$ cat src/include/tpc_pkg.sv
// Purpose: Shared constants for the timer pin function control block.
// Assumes: AHB-Lite word registers, eight general match/capture registers.
// Notes:   Register index order is ch0 A,B,C,D, ch1 A,B, ch2 A,B.
package tpc_pkg;
   // -----------------------------------------------------------------
   // Register byte offsets
   // -----------------------------------------------------------------
   localparam logic [7:0] OFS_CH0_HIGH = 8'h00;
   localparam logic [7:0] OFS_CH0_LOW  = 8'h04;
   localparam logic [7:0] OFS_CH1      = 8'h08;
   localparam logic [7:0] OFS_CH2      = 8'h0c;
   localparam logic [7:0] OFS_MODE0    = 8'h10;
   localparam logic [7:0] OFS_MODE1    = 8'h14;
   localparam logic [7:0] OFS_MODE2    = 8'h18;
   localparam logic [7:0] OFS_START    = 8'h1c;
   localparam logic [7:0] OFS_STATUS   = 8'h20;
   localparam logic [7:0] OFS_CLEAR    = 8'h24;
   localparam logic [7:0] OFS_ENABLE   = 8'h28;
   localparam logic [7:0] OFS_CAPTURE  = 8'h40;
   // -----------------------------------------------------------------
   // Reset values and field layout
   // -----------------------------------------------------------------
   localparam logic [7:0] CTRL_RESET   = 8'h00;
   localparam logic [3:0] MODE_RESET   = 4'h0;
   localparam logic [1:0] MODE_FIXED   = 2'h3;
   localparam int         FLD_HI_LSB   = 4;
   localparam int         FLD_LO_LSB   = 0;
   localparam int         FLD_CAPTURE  = 3;
   localparam int         FLD_INIT     = 2;
   localparam int         BUF_A_BIT    = 4;
   localparam int         BUF_B_BIT    = 5;
   localparam int         NUM_GEN      = 8;
   localparam int         IDX_CH0_C    = 2;
   localparam int         IDX_CH0_D    = 3;
   // -----------------------------------------------------------------
   // Encodings
   // -----------------------------------------------------------------
   localparam logic [1:0] ACT_OFF      = 2'h0;
   localparam logic [1:0] ACT_LOW      = 2'h1;
   localparam logic [1:0] ACT_HIGH     = 2'h2;
   localparam logic [1:0] ACT_TOGGLE   = 2'h3;
   localparam logic [1:0] EDGE_RISE    = 2'h0;
   localparam logic [1:0] EDGE_FALL    = 2'h1;
   localparam logic [3:0] MODE_PWM2    = 4'h3;
   localparam logic [1:0] HTRANS_NSEQ  = 2'h2;
endpackage

$ cat src/logic/tpc_pin_function.sv
// Purpose: Pin function control for a three channel pulse timer unit.
// Assumes: Counter logic on ref_clk supplies counts, match and clear pulses.
// Notes:   Pins pass two flip-flops before edge detection.
`timescale 1ns/1ps
module tpc_pin_function #(
   parameter int CNT_W = 16                 // Counter width.
) (
   input  wire logic             ref_clk,        // 25 MHz clock.
   input  wire logic             rst_n,          // Async reset, low.
   input  wire logic             hsel,           // Slave select.
   input  wire logic [7:0]       haddr,          // Byte address.
   input  wire logic [1:0]       htrans,         // Transfer type.
   input  wire logic             hwrite,         // Write access.
   input  wire logic [2:0]       hsize,          // Transfer size.
   input  wire logic [31:0]      hwdata,         // Write data.
   input  wire logic             hready,         // Bus ready.
   output logic                  hreadyout,      // Always ready.
   output logic                  hresp,          // Always OKAY.
   output logic [31:0]           hrdata,         // Read data.
   input  wire logic [CNT_W-1:0] cntCh0,         // Channel 0 count.
   input  wire logic [CNT_W-1:0] cntCh1,         // Channel 1 count.
   input  wire logic [CNT_W-1:0] cntCh2,         // Channel 2 count.
   input  wire logic [7:0]       compareMatch,   // Match pulse per reg.
   input  wire logic [2:0]       counterClear,   // Clear pulse per ch.
   input  wire logic [7:0]       pinIn,          // Capture pins.
   output logic [7:0]            pinOut,         // Compare pin level.
   output logic [7:0]            pinOe,          // Pin drive enable.
   output logic [2:0]            runBit,         // Counter run bits.
   output logic                  bufA,           // Pair A/C buffered.
   output logic                  bufB,           // Pair B/D buffered.
   output logic [7:0]            captureDone,    // Capture happened.
   output logic                  irq             // Interrupt level.
);
   // ------------------------------------------------------------------
   // Register state
   // ------------------------------------------------------------------
   logic [7:0]       ctrlCh0High;
   logic [7:0]       ctrlCh0Low;
   logic [7:0]       ctrlCh1;
   logic [7:0]       ctrlCh2;
   logic [3:0]       mode [3];
   logic [15:0]      status;
   logic [15:0]      irqEnable;
   logic [CNT_W-1:0] capVal [tpc_pkg::NUM_GEN];
   logic [CNT_W-1:0] cnt [3];
   logic [3:0]       fld [tpc_pkg::NUM_GEN];
   logic [7:0]       sync1;
   logic [7:0]       sync2;
   logic [7:0]       pinPrev;
   logic [7:0]       capEv;
   logic [7:0]       matchEv;
   logic [7:0]       inhibit;
   logic             wrPend;
   logic [7:0]       wrAddr;
   logic             rdPend;
   logic [7:0]       rdAddr;
   logic             wrStb;

   // Channel that owns a general register index.
   function automatic int chOf(input int idx);
      chOf = (idx < 4) ? 0 : ((idx < 6) ? 1 : 2);
   endfunction

   // True when a field asks for a capture the hardware refuses.
   function automatic logic badCapture(input logic [3:0] f, input int idx);
      badCapture = f[tpc_pkg::FLD_CAPTURE] && f[tpc_pkg::FLD_INIT] && (chOf(idx) < 2);
   endfunction

   assign cnt[0] = cntCh0;
   assign cnt[1] = cntCh1;
   assign cnt[2] = cntCh2;

   // Field split: upper nibble serves B or D, lower nibble A or C.
   assign fld[0] = ctrlCh0High[tpc_pkg::FLD_LO_LSB +: 4];
   assign fld[1] = ctrlCh0High[tpc_pkg::FLD_HI_LSB +: 4];
   assign fld[2] = ctrlCh0Low[tpc_pkg::FLD_LO_LSB +: 4];
   assign fld[3] = ctrlCh0Low[tpc_pkg::FLD_HI_LSB +: 4];
   assign fld[4] = ctrlCh1[tpc_pkg::FLD_LO_LSB +: 4];
   assign fld[5] = ctrlCh1[tpc_pkg::FLD_HI_LSB +: 4];
   assign fld[6] = ctrlCh2[tpc_pkg::FLD_LO_LSB +: 4];
   assign fld[7] = ctrlCh2[tpc_pkg::FLD_HI_LSB +: 4];

   // A buffer register loses its compare and capture duty entirely.
   always_comb
   begin
      inhibit = 8'h00;
      inhibit[tpc_pkg::IDX_CH0_C] = bufA;
      inhibit[tpc_pkg::IDX_CH0_D] = bufB;
   end

   // ------------------------------------------------------------------
   // AHB-Lite slave
   // ------------------------------------------------------------------
   assign hreadyout = 1'b1;
   assign hresp     = 1'b0;
   assign wrStb     = wrPend;

   // Address phase is latched; the data phase then reads or writes.
   always_ff @(posedge ref_clk or negedge rst_n)
   begin
      if (!rst_n)
      begin
         wrPend <= 1'b0;
         rdPend <= 1'b0;
         wrAddr <= 8'h00;
         rdAddr <= 8'h00;
      end
      else if (hready)
      begin
         wrPend <= hsel && htrans == tpc_pkg::HTRANS_NSEQ && hwrite;
         rdPend <= hsel && htrans == tpc_pkg::HTRANS_NSEQ && !hwrite;
         wrAddr <= haddr;
         rdAddr <= haddr;
      end
   end

   // Control registers; byte-wide, reset to zero.
   always_ff @(posedge ref_clk or negedge rst_n)
   begin
      if (!rst_n)
      begin
         ctrlCh0High <= tpc_pkg::CTRL_RESET;
         ctrlCh0Low  <= tpc_pkg::CTRL_RESET;
         ctrlCh1     <= tpc_pkg::CTRL_RESET;
         ctrlCh2     <= tpc_pkg::CTRL_RESET;
      end
      else if (wrStb)
      begin
         case (wrAddr)
            tpc_pkg::OFS_CH0_HIGH: ctrlCh0High <= hwdata[7:0];
            tpc_pkg::OFS_CH0_LOW:  ctrlCh0Low  <= hwdata[7:0];
            tpc_pkg::OFS_CH1:      ctrlCh1     <= hwdata[7:0];
            tpc_pkg::OFS_CH2:      ctrlCh2     <= hwdata[7:0];
            default: ;
         endcase
      end
   end

   // Mode, buffer and run bits.
   always_ff @(posedge ref_clk or negedge rst_n)
   begin
      if (!rst_n)
      begin
         mode[0] <= tpc_pkg::MODE_RESET;
         mode[1] <= tpc_pkg::MODE_RESET;
         mode[2] <= tpc_pkg::MODE_RESET;
         bufA    <= 1'b0;
         bufB    <= 1'b0;
         runBit  <= 3'h0;
      end
      else if (wrStb)
      begin
         case (wrAddr)
            tpc_pkg::OFS_MODE0:
            begin
               mode[0] <= hwdata[3:0];
               bufA    <= hwdata[tpc_pkg::BUF_A_BIT];
               bufB    <= hwdata[tpc_pkg::BUF_B_BIT];
            end
            tpc_pkg::OFS_MODE1: mode[1] <= hwdata[3:0];
            tpc_pkg::OFS_MODE2: mode[2] <= hwdata[3:0];
            tpc_pkg::OFS_START: runBit  <= hwdata[2:0];
            default: ;
         endcase
      end
   end

   // Interrupt enable register.
   always_ff @(posedge ref_clk or negedge rst_n)
   begin
      if (!rst_n)
         irqEnable <= 16'h0000;
      else if (wrStb && wrAddr == tpc_pkg::OFS_ENABLE)
         irqEnable <= hwdata[15:0];
   end

   // Sticky status; a new event beats a clear in the same cycle.
   always_ff @(posedge ref_clk or negedge rst_n)
   begin
      if (!rst_n)
         status <= 16'h0000;
      else if (wrStb && wrAddr == tpc_pkg::OFS_CLEAR)
         status <= (status & ~hwdata[15:0]) | {matchEv, capEv};
      else
         status <= status | {matchEv, capEv};
   end

   assign irq = |(status & irqEnable);

   // Read mux in the data phase; registers are read as they stand now,
   // so a read right after a write already sees the new value.
   always_comb
   begin
      hrdata = 32'h0000_0000;
      if (rdPend)
      begin
         case (rdAddr)
            tpc_pkg::OFS_CH0_HIGH: hrdata[7:0] = ctrlCh0High;
            tpc_pkg::OFS_CH0_LOW:  hrdata[7:0] = ctrlCh0Low;
            tpc_pkg::OFS_CH1:      hrdata[7:0] = ctrlCh1;
            tpc_pkg::OFS_CH2:      hrdata[7:0] = ctrlCh2;
            tpc_pkg::OFS_MODE0:    hrdata[7:0] = {tpc_pkg::MODE_FIXED, bufB, bufA, mode[0]};
            tpc_pkg::OFS_MODE1:    hrdata[7:0] = {tpc_pkg::MODE_FIXED, 2'h0, mode[1]};
            tpc_pkg::OFS_MODE2:    hrdata[7:0] = {tpc_pkg::MODE_FIXED, 2'h0, mode[2]};
            tpc_pkg::OFS_START:    hrdata[2:0] = runBit;
            tpc_pkg::OFS_STATUS:   hrdata[15:0] = status;
            tpc_pkg::OFS_ENABLE:   hrdata[15:0] = irqEnable;
            default:
            begin
               if (rdAddr[7:5] == tpc_pkg::OFS_CAPTURE[7:5] && rdAddr[1:0] == 2'h0)
                  hrdata[CNT_W-1:0] = capVal[rdAddr[4:2]];
            end
         endcase
      end
   end

   // ------------------------------------------------------------------
   // Capture path
   // ------------------------------------------------------------------
   // Two-stage synchroniser; only the second stage feeds edge logic.
   always_ff @(posedge ref_clk or negedge rst_n)
   begin
      if (!rst_n)
      begin
         sync1   <= 8'h00;
         sync2   <= 8'h00;
         pinPrev <= 8'h00;
      end
      else
      begin
         sync1   <= pinIn;
         sync2   <= sync1;
         pinPrev <= sync2;
      end
   end

   // Qualified edges and compare events per general register.
   always_comb
   begin
      capEv   = 8'h00;
      matchEv = 8'h00;
      for (int i = 0; i < tpc_pkg::NUM_GEN; i++)
      begin
         if (fld[i][tpc_pkg::FLD_CAPTURE] && !inhibit[i] && !badCapture(fld[i], i))
         begin
            if (fld[i][1])
               capEv[i] = sync2[i] ^ pinPrev[i];
            else if (fld[i][1:0] == tpc_pkg::EDGE_FALL)
               capEv[i] = !sync2[i] && pinPrev[i];
            else
               capEv[i] = sync2[i] && !pinPrev[i];
         end
         if (!fld[i][tpc_pkg::FLD_CAPTURE] && !inhibit[i] && runBit[chOf(i)])
            matchEv[i] = compareMatch[i];
      end
   end

   // Counter value is latched in the very cycle the edge is seen.
   always_ff @(posedge ref_clk or negedge rst_n)
   begin
      if (!rst_n)
      begin
         for (int i = 0; i < tpc_pkg::NUM_GEN; i++)
            capVal[i] <= '0;
         captureDone <= 8'h00;
      end
      else
      begin
         for (int i = 0; i < tpc_pkg::NUM_GEN; i++)
            if (capEv[i])
               capVal[i] <= cnt[chOf(i)];
         captureDone <= capEv;
      end
   end

   // ------------------------------------------------------------------
   // Compare pin path
   // ------------------------------------------------------------------
   // Halted counter forces the initial level; a match beats a PWM
   // mode 2 clear so that a zero-width pulse still shows its edge.
   always_ff @(posedge ref_clk or negedge rst_n)
   begin
      if (!rst_n)
         pinOut <= 8'h00;
      else
      begin
         for (int i = 0; i < tpc_pkg::NUM_GEN; i++)
         begin
            if (!runBit[chOf(i)])
               pinOut[i] <= fld[i][tpc_pkg::FLD_INIT];
            else if (matchEv[i])
            begin
               case (fld[i][1:0])
                  tpc_pkg::ACT_LOW:    pinOut[i] <= 1'b0;
                  tpc_pkg::ACT_HIGH:   pinOut[i] <= 1'b1;
                  tpc_pkg::ACT_TOGGLE: pinOut[i] <= !pinOut[i];
                  default:             pinOut[i] <= pinOut[i];
               endcase
            end
            else if (mode[chOf(i)] == tpc_pkg::MODE_PWM2 && counterClear[chOf(i)])
               pinOut[i] <= fld[i][tpc_pkg::FLD_INIT];
         end
      end
   end

   // Drive only when the field is compare with an active code.
   always_comb
   begin
      for (int i = 0; i < tpc_pkg::NUM_GEN; i++)
         pinOe[i] = !fld[i][tpc_pkg::FLD_CAPTURE] && fld[i][1:0] != tpc_pkg::ACT_OFF && !inhibit[i];
   end

   // ------------------------------------------------------------------
   // Assertions
   // ------------------------------------------------------------------
   a_ctrl_write: assert property (@(posedge ref_clk) disable iff (!rst_n)
      $changed(ctrlCh2) |-> $past(wrStb) && $past(wrAddr) == tpc_pkg::OFS_CH2)
      else $error("ch2 control changed without a write");
   a_d_silent: assert property (@(posedge ref_clk) disable iff (!rst_n)
      bufB |-> !capEv[3] && !matchEv[3] && !pinOe[3])
      else $error("buffered D register still active");
   a_bad_capture: assert property (@(posedge ref_clk) disable iff (!rst_n)
      fld[0][3:2] == 2'h3 |-> !capEv[0])
      else $error("prohibited capture code captured");
   a_irq_level: assert property (@(posedge ref_clk) disable iff (!rst_n)
      irq == |(status & irqEnable))
      else $error("interrupt level wrong");

   for (genvar g = 0; g < 8; g++)
   begin : g_chk
      a_match_low: assert property (@(posedge ref_clk) disable iff (!rst_n)
         matchEv[g] && fld[g][1:0] == tpc_pkg::ACT_LOW && runBit[chOf(g)] |=> !pinOut[g])
         else $error("low on match failed");
      a_match_high: assert property (@(posedge ref_clk) disable iff (!rst_n)
         matchEv[g] && fld[g][1:0] == tpc_pkg::ACT_HIGH && runBit[chOf(g)] |=> pinOut[g])
         else $error("high on match failed");
      a_match_toggle: assert property (@(posedge ref_clk) disable iff (!rst_n)
         matchEv[g] && fld[g][1:0] == tpc_pkg::ACT_TOGGLE && runBit[chOf(g)] |=> pinOut[g] != $past(pinOut[g]))
         else $error("toggle on match failed");
      a_halt_init: assert property (@(posedge ref_clk) disable iff (!rst_n)
         !runBit[chOf(g)] |=> pinOut[g] == $past(fld[g][2]))
         else $error("halted pin not at initial level");
      a_pwm2_clear: assert property (@(posedge ref_clk) disable iff (!rst_n)
         runBit[chOf(g)] && !matchEv[g] && counterClear[chOf(g)] && mode[chOf(g)] == tpc_pkg::MODE_PWM2
         |=> pinOut[g] == $past(fld[g][2]))
         else $error("pwm2 clear level wrong");
      a_cap_rise: assert property (@(posedge ref_clk) disable iff (!rst_n)
         fld[g][3] && fld[g][1:0] == tpc_pkg::EDGE_RISE && !inhibit[g] && !badCapture(fld[g], g)
         && sync2[g] && !pinPrev[g] |=> capVal[g] == $past(cnt[chOf(g)]) && captureDone[g])
         else $error("rising capture missed");
      a_cap_fall: assert property (@(posedge ref_clk) disable iff (!rst_n)
         fld[g][3] && fld[g][1:0] == tpc_pkg::EDGE_FALL && !inhibit[g] && !badCapture(fld[g], g)
         && !sync2[g] && pinPrev[g] |=> captureDone[g] ##1 status[g])
         else $error("falling capture missed");
      a_cap_both: assert property (@(posedge ref_clk) disable iff (!rst_n)
         fld[g][3] && fld[g][1] && !inhibit[g] && !badCapture(fld[g], g)
         && $changed(sync2[g]) |-> capEv[g])
         else $error("both-edge capture missed");
   end

   c_toggle: cover property (@(posedge ref_clk) disable iff (!rst_n)
      matchEv[1] && fld[1][1:0] == tpc_pkg::ACT_TOGGLE);
   c_capture: cover property (@(posedge ref_clk) disable iff (!rst_n) capEv[0] ##1 irq);
   c_buffered: cover property (@(posedge ref_clk) disable iff (!rst_n) bufA && compareMatch[2]);
endmodule

$ cat config.mk
export PLATFORM = sky130hd
export DESIGN_NAME = tpc_pin_function
export DESIGN_NICKNAME = d
export VERILOG_FILES = /design/src/include/tpc_pkg.sv /design/src/logic/tpc_pin_function.sv
export SDC_FILE = /design/constraint.sdc
export NUM_CORES = 1
export LEC_CHECK = 0
export BUFFER_PORTS_ARGS = -buffer_cell sky130_fd_sc_hd__clkbuf_2
export CAP_MARGIN = 20
export CELL_PAD_IN_SITES_DETAIL_PLACEMENT = 1
export CELL_PAD_IN_SITES_GLOBAL_PLACEMENT = 1
export CORE_MARGIN = 2
export CORE_UTILIZATION = 51
export DETAILED_ROUTE_END_ITERATION = 8
export MAX_ROUTING_LAYER = met4
export PLACE_DENSITY_LB_ADDON = 0.1
export SETUP_SLACK_MARGIN = 0.1
export SLEW_MARGIN = 0
export SYNTH_ARGS = -nofsm -noshare
export SYNTH_HDL_FRONTEND = slang
export SYNTH_SLANG_ARGS = --single-unit
$ cat constraint.sdc
create_clock -name ref_clk -period 4.7 [get_ports ref_clk]
set_input_delay 0.94 -clock ref_clk [delete_from_list [all_inputs] [get_ports ref_clk]]
set_output_delay 0.94 -clock ref_clk [all_outputs]
set_load 0.005 [all_outputs]
---- Word-level counts from Yosys, hierarchy flattened ----
Index checks and enable logic that the tools add are counted.
storage, ports and cells
  input bits .............................. 117
  output and inout bits ................... 64
  latch bits .............................. 0
  bits in read-only memories .............. 0
  memories ................................ 0
  register bits ........................... 259
  memory bits (writable) .................. 0
  word-level logic and storage cells ...... 306
operators by class
  mux-type cells .......................... 73
  equal/unequal tests ..................... 55
  divide/modulo/power cells ............... 0
  shifts and indexed selects .............. 0
  add/sub/neg operators ................... 0
  reduce and logical (&&, ||, !) cells .... 128
  $lt $le $gt $ge ......................... 1
  bitwise operators ....................... 14
  multipliers ............................. 0
operators with widths
  operator              count
  $mux W16              5
  $logic_and A1 B1 Y1   59
  $mux W1               56
  $pmux W5 S10          1
  $bmux W16 S3          1
  $logic_not A1 Y1      41
  $ne A5 B2 Y1 const B  8
  $eq A2 B2 Y1 const B  17
  $and A16 B16 Y16      2
  $eq A8 B5 Y1 const B  4
  $or A16 B16 Y16       2
  $reduce_and A2 Y1     16
  $pmux W3 S10          1
  $eq A8 B6 Y1 const B  3
  $ne A3 B1 Y1 const B  8
  $pmux W1 S3           8
  $pmux W8 S3           1
  $eq A2 B1 Y1 const B  8
  $eq A8 B4 Y1 const B  2
  $not A16 Y16          1
  $reduce_bool A2 Y1    8
  $reduce_or A16 Y1     1
  $eq A4 B2 Y1 const B  3
  $eq A8 B3 Y1 const B  1
  other kinds (7)       14

---- Logic depth before layout (Yosys ltp) ----
  word-level depth ........................ 7
  gate-level depth with buffers ........... 9

---- Least setup slack after synthesis ----
OpenSTA, ideal clock, no wires.
  path type ............................... register to output
  start ................................... reg rdAddr[2]
  end ..................................... out hrdata[10]
  cell stages (with the launch flop) ...... 7
  path buffers ............................ 2
  path slack .............................. 1,976 ps
  arrival ................................. 1,784 ps
  data required time ...................... 3,760 ps
  path through ............................ dfrtp_1 > buf_6 > buf_6 > mux4_1 > mux2_2 > a222oi_1 > nor2b_1
between the ends
  longest elaborated chain between the ends .. 7
RTL lines
  what                                         RTL line                 text
  start: declaration                           tpc_pin_function.sv:56   logic [7:0] rdAddr;
  start signal: assignment                     tpc_pin_function.sv:113  rdAddr <= haddr;
  $not A3 Y4 (implied by the code)             tpc_pin_function.sv:211  hrdata[CNT_W-1:0] = capVal[rdAddr[4:2]];
  $bmux W16 S3                                 tpc_pin_function.sv:211
  $mux W16 (implied by the code) (2 in a row)  tpc_pin_function.sv:211
  $mux W16                                     tpc_pin_function.sv:210  if (rdAddr[7:5] == tpc_pkg::OFS_CAPTURE[7:5] && rdAddr[1:0] == 2'h0)
  $pmux W8 S3 *                                tpc_pin_function.sv:197  case (rdAddr)
  $mux W16 *                                   tpc_pin_function.sv:195  if (rdPend)
  end: declaration                             tpc_pin_function.sv:19   output logic [31:0] hrdata,
Mark *: on every way between the ends. The rest lies on a longest branch, timed or not. The select of a mux whose other input is x is not followed.

---- Worst setup path after layout ----
  start ................................... reg rdAddr[2]
  end ..................................... out hrdata[7]
between the ends
  longest elaborated chain between the ends .. 7
RTL lines
  what                                         RTL line
  $not A3 Y4 (implied by the code)             tpc_pin_function.sv:211
  $bmux W16 S3                                 tpc_pin_function.sv:211
  $mux W16 (implied by the code) (2 in a row)  tpc_pin_function.sv:211
  $mux W16                                     tpc_pin_function.sv:210
  $pmux W5 S10 *                               tpc_pin_function.sv:197
  $mux W16 *                                   tpc_pin_function.sv:195
Marked as above.

==> qor.json <==
{
  "run_status": "finished clean",
  "worst_ir_drop_vdd_mv": 0.3211,
  "worst_setup_path_start_kind": "flop",
  "postSynthAreaPerCell_sq_um": 13.45,
  "clock_path_buffers": 3,
  "final.setup_skew_ps": 13.63,
  "finalWirelength_mm": 33.69,
  "core_area_sq_mm": 0.02411,
  "powerDensity_mw_per_mm2": 422.7,
  "cts_made_buffers": 28,
  "ys.warnings.count": 0,
  "vias": 8293,
  "grt_max_degree": 115,
  "worstPathArrival_ps": 3350,
  "postSynthRegisterBits": 259,
  "antenna_violating_nets_remaining": 0,
  "finalWorstPathRequiredPeriod_ps": 4294,
  "synthToLayoutAreaGrowth_pct": 15.73,
  "post_cts_resized": 0,
  "post_dp_cell_area_sq_mm": 0.01346,
  "cp_slowest_cell": "sky130_fd_sc_hd__dfrtp_2",
  "met2_wirelength_mm": 16.91,
  "gp_routability_congestion": 0.8762,
  "static-leakage-power_uw": 0.006477,
  "detail_route.drc_violations": 0,
  "timing.reg2reg.setup_slack_ps": 1790,
  "clock_insertion_delay_worst_skew_ps": 550,
  "cpPeakStageDelay_ps": 1000,
  "timing.fmax_ghz": 0.2329,
  "clock_tree.root_cell": "sky130_fd_sc_hd__clkbuf_16",
  "grt_setup_unrepaired": "false",
  "top_layer_reached_by_signal_wires": "met4",
  "worst_slew_margin_rel": 0.3339,
  "via_per_inst": 5.828,
  "pin_count": 181,
  "whs_endpoint": "sync2[0]",
  "whs_path_depth": 0,
  "firstDrtPassIters": 6,
  "floorplan.initialDensity": 0.5160,
  "finalSetupViolCount": 0,
  "synth.top_cell.area_share": 0.5210,
  "path_clk_slew_ps": 60,
  "synthesis.area_sq_mm": 0.01244,
  "dp_worst_setup_slack_ps": 984.3,
  "netlist_instances": 925,
  "drv_slew": 0,
  "via_count_of_the_first_global_routing_pass": 8927,
  "synth_top_cells_by_area": "sky130_fd_sc_hd__dfrtp_1, sky130_fd_sc_hd__mux2_2, sky130_fd_sc_hd__mux4_2, sky130_fd_sc_hd__ha_1, sky130_fd_sc_hd__mux2i_1",
  "max_cap_viol_count": 0,
  "floorplan.die_area_sq_mm": 0.02566,
  "worst-path-stages": 7,
  "worstSetupEndpointType": "output port",
  "hold_ws_ps": 347.7,
  "m1WireLength_mm": 14.40,
  "worst_slack_ps": 406.2,
  "critical_path.top_delay_family": "flip-flops",
  "tritoncts": "built",
  "io_buffers": 143,
  "route.met3.wl_mm": 1.588,
  "synth.yosys.seq_area_share": 0.5210,
  "crit-reg2reg-launch": "rdAddr[2]",
  "ys_dominant_reg_cell": "sky130_fd_sc_hd__dfrtp_1",
  "wl_per_cell_microns": 23.67,
  "hpwlAfterDp_mm": 23.96,
  "synth.distinct_cells": 54,
  "edff_count_synth": 0,
  "cts_num_sinks": 259,
  "worst_min_delay_path_category": "flop to flop",
  "timing.critical_path.required_ps": 3760,
  "finalSetupTns_ps": 0,
  "grt.overflow.total": 0,
  "post_route_cells_drive_above_1_share": 0.4240,
  "final.fill_count": 2464,
  "hold_start": "sync1[0]",
  "tightest_slew_ps": 997.0,
  "async_flop_share": 1.000,
  "hold_bufs_inserted_after_cts": 0,
  "die_width_microns": 160.2,
  "cts_post_setup_buffers_inserted": 0,
  "cp_cell_instances": "buf_4 -> nor2b_1 -> and2_1 -> and2_2 -> a222oi_1 -> a21oi_1 -> clkbuf_2",
  "worst_r2r_endpoint": "status[8]",
  "antenna_violations_before_repair": 0,
  "antenna_diodes": 0,
  "final_min_period_over_clock_period": 0.9136,
  "crit_type": "flop to output port",
  "std_cell_rows": 57,
  "fp.dieH_microns": 160.2,
  "finalNetCount": 1226,
  "initialDrtViolationCount": 565,
  "critPathMaxFanout": 26,
  "netlist.top_cell.by_area": "sky130_fd_sc_hd__dfrtp_1",
  "post-synth-top-count-cell": "sky130_fd_sc_hd__dfrtp_1",
  "grt_first_pass_wirelength_mm": 52.90,
  "netlist_top_cells_count": "sky130_fd_sc_hd__dfrtp_1, sky130_fd_sc_hd__mux2_2, sky130_fd_sc_hd__nand2_1",
  "final-hold-violation-count": 0,
  "worstRegToRegCells": 6,
  "h-tree-depth": 1,
  "stdcell_area_sq_mm": 0.01440,
  "global_route.usage.total": 0.2772,
  "cp.buffers_inverters": 2
}
layer usage:
metal | track usage | vias to the layer above
met1 | 0.3645 | 4357
met2 | 0.4608 | 219
li1 | - | 3662
met4 | 0.06962 | 0
met3 | 0.03610 | 55
met5 | - | -
how the worst max path moves through the flow:
stage	startpoint	slack [ps]	end
5_1_grt	rdAddr[2]	240	hrdata[7]
3_3_place_gp	rdAddr[2]	1030	hrdata[2]
6_report	rdAddr[2]	410	hrdata[7]
3_5_place_dp	rdAddr[2]	980	hrdata[7]
2_1_floorplan	rdAddr[2]	1980	hrdata[10]
4_1_cts	rdAddr[2]	390	hrdata[7]
worst register-to-register path, cell delays in order (launching register included):
cell and delay [ps]:
sky130_fd_sc_hd__dfrtp_2 1000, sky130_fd_sc_hd__buf_4 360, sky130_fd_sc_hd__nor2b_1 250, sky130_fd_sc_hd__and3_1 240
sky130_fd_sc_hd__and2_1 590, sky130_fd_sc_hd__nand2_1 160, sky130_fd_sc_hd__a21o_1 210
area by class of cell:
type,instances,area (sq um),share of cell area
clock buffer,42,823.3,0.05719
clock inverter,10,113.9,0.007909
tap,324,405.4,0.02816
timing repair buffer,163,900.9,0.06258
inverter,44,165.2,0.01147
sequential,259,6484,0.4504
multi-input combinational,581,5504,0.3823
layout by cell type, fill, tap and decap left out, types with 4 or more instances in the layout:
cell,count
sky130_fd_sc_hd__dfrtp_1,257
sky130_fd_sc_hd__mux2_2,217
sky130_fd_sc_hd__clkbuf_2,142
sky130_fd_sc_hd__nand2_1,49
sky130_fd_sc_hd__inv_1,44
sky130_fd_sc_hd__nor2_1,32
sky130_fd_sc_hd__ha_1,32
sky130_fd_sc_hd__clkbuf_16,28
sky130_fd_sc_hd__mux4_2,27
sky130_fd_sc_hd__mux2i_1,25
sky130_fd_sc_hd__conb_1,18
sky130_fd_sc_hd__buf_4,18
sky130_fd_sc_hd__o21ai_0,17
sky130_fd_sc_hd__a21oi_1,14
sky130_fd_sc_hd__a21o_1,12
sky130_fd_sc_hd__nand3_1,12
sky130_fd_sc_hd__nor2b_1,12
sky130_fd_sc_hd__nor3_1,12
sky130_fd_sc_hd__a222oi_1,11
sky130_fd_sc_hd__a22o_1,10
sky130_fd_sc_hd__mux4_1,8
sky130_fd_sc_hd__nand4_1,7
sky130_fd_sc_hd__and3_1,7
sky130_fd_sc_hd__clkbuf_8,7
sky130_fd_sc_hd__clkbuf_1,7
sky130_fd_sc_hd__a221oi_1,6
sky130_fd_sc_hd__clkinv_2,6
sky130_fd_sc_hd__a311oi_1,5
sky130_fd_sc_hd__and2_1,4
sky130_fd_sc_hd__a22oi_1,4
sky130_fd_sc_hd__nand3b_1,4
sky130_fd_sc_hd__a21bo_2,4
per-stage QoR:
step,power (uW),instances,util
after floorplan,3514,941,-
after global placement,3838,1371,0.5583
after detailed placement,3910,1371,0.5583
after CTS,6145,1423,0.5972
after global routing,6366,1423,0.5972
final,6085,1423,0.5972
registers in the layout, summed over array words and instances (netlist names), 3 cells and up:
name	flops
captureDone	8
capVal	128
rdAddr	8
irqEnable	16
sync1	8
status	16
ctrlCh0Low	8
pinOut	8
pinPrev	8
mode	12
sync2	8
runBit	3
ctrlCh2	8
ctrlCh1	8
ctrlCh0High	8
kinds of logic (layout without fill, tap and decap cells):
logic type,after synthesis,after routing,synth area share
adders and majority gates,32,32,0.03219
other,2,18,0.0006037
muxes,277,277,0.2823
AOI/OAI and AO/OA,98,98,0.05904
and+or+nand+nor,156,156,0.06347
buffers and inverters,101,259,0.04134
DFF,259,259,0.5210
where the power goes:
group | total, uW | internal [uW] | leakage, uW | switching [uW]
clock network | 2220 | 1320 | 0.000462 | 898
logic | 1020 | 586 | 0.00303 | 432
registers | 2850 | 2600 | 0.00299 | 252
Note: power is estimated with default switching activity, not from simulation.
